$ cat config.mk
export PLATFORM = sky130hd
export DESIGN_NAME = pmim_top
export DESIGN_NICKNAME = d
export VERILOG_FILES = /design/src/hw/pmim_pkg.sv /design/src/hw/pmim_bank_if.sv /design/src/hw/pmim_flag_bank.sv /design/src/hw/pmim_top.sv
export VERILOG_INCLUDE_DIRS = /design/src /design/src/hw
export SDC_FILE = /design/constraint.sdc
export NUM_CORES = 1
export LEC_CHECK = 0
export BUFFER_PORTS_ARGS = -buffer_cell sky130_fd_sc_hd__buf_2
export CAP_MARGIN = 0
export CORE_UTILIZATION = 40
export CTS_BUF_LIST = sky130_fd_sc_hd__clkbuf_16
export DETAILED_ROUTE_END_ITERATION = 10
export HOLD_SLACK_MARGIN = 0.15
export PLACE_DENSITY = 0.61
export SYNTH_ARGS = -nofsm -noshare
export SYNTH_HDL_FRONTEND = slang
export SYNTH_SLANG_ARGS = --single-unit
$ cat constraint.sdc
create_clock -name clock -period 2.65 [get_ports clock]
set_input_delay 0.3975 -clock clock [delete_from_list [all_inputs] [get_ports clock]]
set_output_delay 0.3975 -clock clock [all_outputs]
set_load 0.05 [all_outputs]
$ cat src/hw/pmim_params.svh
/*
 * Register offsets, reset values and field positions of the interrupt
 * mask logic. Assumes inclusion by bare name from the design files.
 */
`ifndef PMIM_PARAMS_SVH
`define PMIM_PARAMS_SVH

`define PMIM_GEN_FLAGS_ADDR 8'h01
`define PMIM_LS_FLAGS_ADDR 8'h02
`define PMIM_GEN_MASK_ADDR 8'h03
`define PMIM_LS_MASK_ADDR 8'h04
`define PMIM_MASK_RESET 8'h00
`define PMIM_FLAGS_RESET 8'h00
`define PMIM_UNMAPPED_DATA 8'h00
`define PMIM_SRC_COUNT 6
`define PMIM_BYTE_WIDTH 8

// General bank field positions.
`define PMIM_PROG_VOLTAGE_LOW_BIT 5
`define PMIM_LINE_DETECT_CHANGE_BIT 4
`define PMIM_BUTTON_CHANGE_BIT 3
`define PMIM_THERMAL_WARNING_BIT 2
`define PMIM_COIN_ACQ_DONE_BIT 1
`define PMIM_DEFAULT_PROG_DONE_BIT 0

// Load switch bank field positions.
`define PMIM_SW3_FAULT_BIT 5
`define PMIM_SW2_FAULT_BIT 4
`define PMIM_SW1_FAULT_BIT 3
`define PMIM_SW3_ILIM_BIT 2
`define PMIM_SW2_ILIM_BIT 1
`define PMIM_SW1_ILIM_BIT 0

`endif

$ cat src/hw/pmim_pkg.sv
/*
 * Types shared by the interrupt mask logic.
 * Assumes the parameter header is on the include path.
 */
`include "pmim_params.svh"

package pmim_pkg;
    typedef logic [`PMIM_BYTE_WIDTH-1:0] pmim_byte_t;
endpackage

$ cat src/hw/pmim_bank_if.sv
/*
 * Connection between the top module and one flag bank.
 * Assumes both ends run on the same clock.
 */
`timescale 1ns/1ps
`default_nettype none

interface pmim_bank_if #(parameter int W = 6);
    logic [W-1:0] event_in;
    logic [W-1:0] mask;
    logic clear;
    logic [W-1:0] flags;
    logic pending;

    modport bank (input event_in, input mask, input clear,
                  output flags, output pending);
    modport ctrl (output event_in, output mask, output clear,
                  input flags, input pending);
endinterface

`default_nettype wire

$ cat src/hw/pmim_flag_bank.sv
/*
 * One bank of sticky interrupt flags with a clear strobe and a mask.
 * Assumes events are one-cycle pulses from logic on the same clock.
 */
`timescale 1ns/1ps
`default_nettype none

module pmim_flag_bank #(
    parameter int W = 6
) (
    // Clock and reset.
    input wire logic clock,
    input wire logic rstn,
    // Bank connection.
    pmim_bank_if.bank bif
);
    logic [W-1:0] flags_r;
    logic [W-1:0] flags_nxt;

    // Flags latch whatever the mask says, and a new event beats the clear.
    assign flags_nxt = (bif.clear ? '0 : flags_r) | bif.event_in;
    assign bif.flags = flags_r;
    // Only unmasked flags count towards the interrupt.
    assign bif.pending = |(flags_r & ~bif.mask);

    always_ff @(posedge clock or negedge rstn) begin
        if (!rstn) begin
            flags_r <= '0;
        end else begin
            flags_r <= flags_nxt;
        end
    end
endmodule

`default_nettype wire

$ cat src/hw/pmim_top.sv
/*
 * Interrupt mask logic: two flag banks, two mask registers, register
 * read and write port, and the open-drain active-low interrupt output.
 * Assumes the serial front end turns bus transfers into one-cycle read
 * and write strobes on the same clock, and that flag events come from
 * monitoring logic on that clock.
 */
// Behaviour
// - General mask at 0x03, reset 0x00, bits 7-6 read zero, 5-0 writable.
// - Load switch mask at 0x04, reset 0x00, bits 7-6 read zero.
// - Unmasked source event pulls the interrupt output low.
// - Masked source event has no effect on the interrupt output.
// - Masks gate only the output; flags still latch every event.
// - General mask bits: voltage low, line, button, thermal, coin, prog.
// - Load switch bits 5-3 mask switch three, two, one faults.
// - Load switch bits 2-0 mask switch three, two, one current limits.
// - General flags read-only at 0x01, reset 0x00, mask bit layout.
// - Load switch flags read-only at 0x02, faults 5-3, limits 2-0.
`timescale 1ns/1ps
`default_nettype none
`include "pmim_params.svh"

module pmim_top
    import pmim_pkg::*;
#(
    parameter int W = `PMIM_SRC_COUNT
) (
    // Clock and reset.
    input wire logic clock,
    input wire logic rstn,
    // Source events, one-cycle pulses.
    input wire logic [W-1:0] general_event,
    input wire logic [W-1:0] load_switch_event,
    // Register port.
    input wire logic [7:0] reg_addr,
    input wire logic reg_wr,
    input wire logic reg_rd,
    input wire logic [7:0] reg_wdata,
    output logic [7:0] reg_rdata,
    // Open-drain interrupt pin.
    output logic irq_out_n,
    output logic irq_oe_n
);
    localparam int PAD = `PMIM_BYTE_WIDTH - W;

    if (W < 1 || W > 7) begin : g_bad_width
        $error("pmim_top: W must lie between 1 and 7");
    end

    ////////////////////////////////////////////////////////////////////////
    // Address decode and mask registers.

    pmim_bank_if #(.W(W)) gen_if ();
    pmim_bank_if #(.W(W)) ls_if ();

    logic [W-1:0] general_irq_mask_r;
    logic [W-1:0] general_irq_mask_nxt;
    logic [W-1:0] load_switch_irq_mask_r;
    logic [W-1:0] load_switch_irq_mask_nxt;
    pmim_byte_t reg_rdata_r;
    pmim_byte_t reg_rdata_nxt;
    logic irq_n_r;
    logic irq_n_nxt;

    wire sel_gen_flags = reg_addr == `PMIM_GEN_FLAGS_ADDR;
    wire sel_ls_flags = reg_addr == `PMIM_LS_FLAGS_ADDR;
    wire sel_gen_mask = reg_addr == `PMIM_GEN_MASK_ADDR;
    wire sel_ls_mask = reg_addr == `PMIM_LS_MASK_ADDR;

    // Writes land only in the writable low bits; flag offsets ignore them.
    assign general_irq_mask_nxt = (reg_wr && sel_gen_mask) ?
        reg_wdata[W-1:0] : general_irq_mask_r;
    assign load_switch_irq_mask_nxt = (reg_wr && sel_ls_mask) ?
        reg_wdata[W-1:0] : load_switch_irq_mask_r;

    // Reserved upper bits read as zero, unmapped offsets read as zero.
    wire [7:0] rd_gen_flags = {{PAD{1'b0}}, gen_if.flags};
    wire [7:0] rd_ls_flags = {{PAD{1'b0}}, ls_if.flags};
    wire [7:0] rd_gen_mask = {{PAD{1'b0}}, general_irq_mask_r};
    wire [7:0] rd_ls_mask = {{PAD{1'b0}}, load_switch_irq_mask_r};
    wire [7:0] rd_mux = sel_gen_flags ? rd_gen_flags :
                        sel_ls_flags ? rd_ls_flags :
                        sel_gen_mask ? rd_gen_mask :
                        sel_ls_mask ? rd_ls_mask :
                        `PMIM_UNMAPPED_DATA;
    assign reg_rdata_nxt = reg_rd ? rd_mux : reg_rdata_r;

    always_ff @(posedge clock or negedge rstn) begin
        if (!rstn) begin
            general_irq_mask_r <= W'(`PMIM_MASK_RESET);
            load_switch_irq_mask_r <= W'(`PMIM_MASK_RESET);
            reg_rdata_r <= `PMIM_UNMAPPED_DATA;
        end else begin
            general_irq_mask_r <= general_irq_mask_nxt;
            load_switch_irq_mask_r <= load_switch_irq_mask_nxt;
            reg_rdata_r <= reg_rdata_nxt;
        end
    end

    ////////////////////////////////////////////////////////////////////////
    // Flag banks, cleared by reading them.

    assign gen_if.event_in = general_event;
    assign gen_if.mask = general_irq_mask_r;
    assign gen_if.clear = reg_rd && sel_gen_flags;
    assign ls_if.event_in = load_switch_event;
    assign ls_if.mask = load_switch_irq_mask_r;
    assign ls_if.clear = reg_rd && sel_ls_flags;

    pmim_flag_bank #(.W(W)) u_gen_bank (
        .clock(clock),
        .rstn(rstn),
        .bif(gen_if.bank)
    );

    pmim_flag_bank #(.W(W)) u_ls_bank (
        .clock(clock),
        .rstn(rstn),
        .bif(ls_if.bank)
    );

    ////////////////////////////////////////////////////////////////////////
    // Interrupt pin: registered, driven low in the cycle after an unmasked flag stands.

    assign irq_n_nxt = !(gen_if.pending || ls_if.pending);

    always_ff @(posedge clock or negedge rstn) begin
        if (!rstn) begin
            irq_n_r <= 1'b1;
        end else begin
            irq_n_r <= irq_n_nxt;
        end
    end

    assign irq_out_n = irq_n_r;
    assign irq_oe_n = irq_n_r;
    assign reg_rdata = reg_rdata_r;
endmodule

`default_nettype wire

# Word-level counts from Yosys, hierarchy flattened
# Index checks and enable logic that the tools add are counted.
[totals] output_inout_bits=10 in_bits=32 regBits=33 wordCells=30
[op_classes] n_reduce_logical=8 n_eq_ne=4 bitwise=6 muxes=6
[op_table] op="2-to-1 mux 6 bit" n=6
[op_table] op="== test 8 x 2 -> 1 bit, second input constant" n=2
[op_table] op="AND 6 bit" n=2
[op_table] op="NOT 6 bit" n=2
[op_table] op="bitwise OR 6 bit" n=2
[op_table] op="OR reduction 6 bit" n=2
[op_table] op="== test 8 x 1 -> 1 bit, second input constant" n=1
[op_table] op="== test 8 x 3 -> 1 bit, second input constant" n=1
[op_table] op="logical AND 1 bit" n=4
[op_table] op="logical NOT 1 bit" n=1
[op_table] op="logical OR 1 bit" n=1

# Logic depth before layout (Yosys ltp)
[depth] ltp_word=5 ltp_mapped=4 ltp_nobuf=3

# Hierarchy
# A second synthesis with hierarchy kept.
[hier_totals] cells_unflattened=134 hier_area_um2=1529.0
[by_module_without_submodules] module="pmim_top" area_per_inst_um2=1033.5 instances=1 cells_per_inst=88 seq_area_each_um2=476.7
[by_module_without_submodules] module="pmim_flag_bank" area_per_inst_um2=247.7 instances=2 cells_per_inst=23 seq_area_each_um2=150.1

# Worst setup path after synthesis
# No wires, ideal clock.
[synth_timing] kind="input to register" start="input reg_addr[7]" end="register general_irq_mask_r[0] (netlist: gen_if.mask[0])" stages=4 required_ns=2.523 arrival_time_ns=1.398 setup_time_ns=0.127 path_buffers=1 slack_ns=1.124 path_cell_list="nor4_4 -> and4_1 -> buf_4 -> mux2_1"
[synth_between] elab_chain_len=2
[synth_lines] item="start: declaration" line_no="pmim_top.sv:35" rtl="input wire logic [7:0] reg_addr,"
[synth_lines] item="== test 8 x 2 -> 1 bit (no source line)"
[synth_lines] item="logical AND 1 bit" line_no="pmim_top.sv:71" rtl="assign general_irq_mask_nxt = (reg_wr && sel_gen_mask) ?"
[synth_lines] item="end signal: assignment" line_no="pmim_top.sv:90" rtl="general_irq_mask_r <= W'(`PMIM_MASK_RESET);"
[synth_lines] item="end signal: assignment" line_no="pmim_top.sv:94" rtl="general_irq_mask_r <= general_irq_mask_nxt;"
[synth_lines] item="end: declaration" line_no="pmim_top.sv:56" rtl="logic [W-1:0] general_irq_mask_r;"
# Every way passes these cells.
# A chain may end at the register's enable or synchronous reset.

# Final worst setup path
[layout_timing] start="input reg_addr[0]" end="register general_irq_mask_r[4] (netlist: gen_if.mask[4])"
# Same word-level chain as after synthesis.

==> key figures <==
Yosys
  • Async SR Flop Fraction: 100%
  • Post-synth top cells: dfrtp_1, a21o_1, inv_1, nand2b_1, nor2_1
  • Cell Area, Synth: 0.00158 mm^2
  • Top post-synthesis cells by area: dfrtp_1, a21o_1, mux2_1, mux2_2, nor4bb_1
  • Post-synth EDFFs: 0
  • Syn. warnings: 0
  • Mean post-synth cell area: 12.2 um^2
  • Count leader, synth: dfrtp_1
  • Sequential area share after synthesis: 49.3%
  • Area leader, netlist: dfrtp_1
  • Synth cell types: 31
  • Gate Count Post-Synth: 129
  • Synth Register Bits: 31
  • Share of the synthesized area in the top cell type: 47.6%
  • Top_reg_cell synth: dfrtp_1

Drt
  • Drt initial violations: 43
  • Routed wire per std cell: 15.6 um
  • Drt pass-1 iters: 4
  • Via count: 1153
  • Final wirelength: 3.36 mm
  • Via/cell ratio: 5.36
  • Antenna Nets Post-Route: 0
  • Drt drc: 0

Floorplanning
  • Starting Density: 42.4%
  • I/O pins: 42
  • Die height: 64.8 um
  • Core Region: 0.00372 mm^2
  • Std-Cell Rows: 22
  • Die X: 64.8 um
  • Die footprint: 0.00420 mm^2

GRT
  • Largest net degree at the start of global routing: 32
  • Overflow after GRT: 0
  • Initial antenna violation count: 0
  • First-pass GRT wire length: 5.69 mm
  • GRT Overall Usage: 18.7%
  • Vias in the first global route: 1169

Critical path
  • Largest fanout on the critical path: 17
  • Worst reg2reg path startpoint: u_ls_bank.bif.flags[4]
  • Setup Crit Path Kind: primary input to flop
  • Worst R2R End: reg_rdata[4]
  • CP arrival: 1860 ps
  • Endpoint class of the critical path: flop
  • Worst EP required: 2800 ps
  • Startpoint types: primary input
  • CP startpoint: reg_addr[0]
  • R2R depth: 3
  • R2r setup slk: 1180 ps

Power and ir drop
  • Leak Pwr: 0.885 nW
  • Power Total: 1.10 mW
  • PwrDens: 577 mW/mm^2
  • Maximum VDD drop: 0.294 mV

Timing
  • Clock Skews: 3.68 ps
  • Slew Limit Headroom: 53.7%
  • Min cycle time layout: 1710 ps
  • Max-slew violations: 0
  • Worst Tran Pin Value: 677 ps
  • Achievable Freq: 0.585 GHz
  • Endpoints failing setup: 0
  • Setup_tns: 0 ps
  • WHS: 153 ps
  • Final period util: 64.5%
  • Hold Fails Final Rpt: 0
  • RSZ-0062 raised after global routing: false

CTS
  • Cts repair resizes: 0
  • CTS tree: done
  • H-tree levels: 2
  • Clk_lat worst skew: 270 ps
  • Clock Tree Buf Depth: 2
  • Root buffer cell: clkbuf_16
  • CTS buffer count: 5
  • Clock transition at path regs: 50 ps
  • Hold buffers post-CTS: 0
  • Post-CTS setup buffer count: 0
  • Clk sinks: 31

Finish
  • Antenna diodes: 0
  • Syn-to-layout area delta: 21.0%
  • Finished Cell Area: 0.00191 mm^2
  • Fin util: 51.3%
  • Share of cells above drive strength 1: 36.5%
  • Final #Nets: 198

Placed design
  • GPL Wtd Cong: 0.782
  • DP Area: 0.00177 mm^2
  • Port Buf Inserts: 37

Worst hold path
  • HP Class: primary input to asynchronous set/reset pin

Flow run
  • Number of max-cap violations: 0

Run status
  • Status: completed
-- kinds of logic after synthesis --
logic type	after synthesis	share of synthesized area (%)
simple gates	41	21.5
flops	31	49.3
buf+inv	17	5.55
compound gates	27	14.8
mux	12	8.57
other cells	1	0.238
-- power by group --
part | total (mW) | switching (mW) | internal [mW] | leakage, nW
Sequential | 0.493 | 0.00801 | 0.485 | 0.365
Clock | 0.514 | 0.178 | 0.336 | 0.0701
Combinational | 0.0944 | 0.0534 | 0.0410 | 0.450
Total | 1.10 | 0.240 | 0.861 | 0.885
-- layer usage --
layer / global-route usage, % / part of all wire [%] / vias to the layer above
li1: - / - / 555
met1: 24.3 / 44 / 561
met2: 29.3 / 50 / 33
met3: 5.99 / 5.4 / 4
met4: 5.83 / 0.98 / 0
met5: 0 / 0 / -
-- placed cells by master (no fill, tap or decap), drive strengths merged, types with 3 or more instances in the layout --
cell,n
a2111oi,6
o32ai,6
inv,10
nor2b,3
buf,37
a21o,12
clkbuf,5
dfrtp,30
o2111ai,3
nor4bb,7
nand2b,9
nor2,7
mux2,12
and4bb,5
-- final cells by class --
cell class,count,area [um^2]
tap,48,60.1
multi-input combinational,82,716
clock inverter,3,11.3
clock buffer,5,125
inverter,9,33.8
fill,353,1810
timing repair buffer,37,185
sequential,31,777
-- metrics by stage --
step	std cells	setup slack, ps
6_report	215	940
5_1_grt	215	860
4_1_cts	215	958
3_5_place_dp	207	665
3_3_place_gp	207	724
2_1_floorplan	130	1120
-- registers in the layout, summed over array words and instances, names as in the netlist --
signal and flops:
irq_oe_n 1, u_ls_bank.bif.flags 6, u_gen_bank.bif.flags 6, reg_rdata 6, gen_if.mask 6, load_switch_irq_mask_r 6
-- worst max-delay path by stage --
| stage | cells past startpoint | to | slack, ps |
|---|---|---|---|
| after floorplan | 4 | gen_if.mask[0] | 1120 |
| after global placement | 4 | gen_if.mask[2] | 720 |
| after detailed placement | 4 | gen_if.mask[4] | 660 |
| after CTS | 4 | gen_if.mask[4] | 960 |
| after global routing | 4 | gen_if.mask[4] | 860 |
| final | 4 | gen_if.mask[4] | 940 |
-- critical path, stage by stage --
cell and delay [ps]:
buf_2 250, nor2b_2 370, and4_1 470, mux2_1 370
Note: power is estimated with default switching activity, not from simulation.
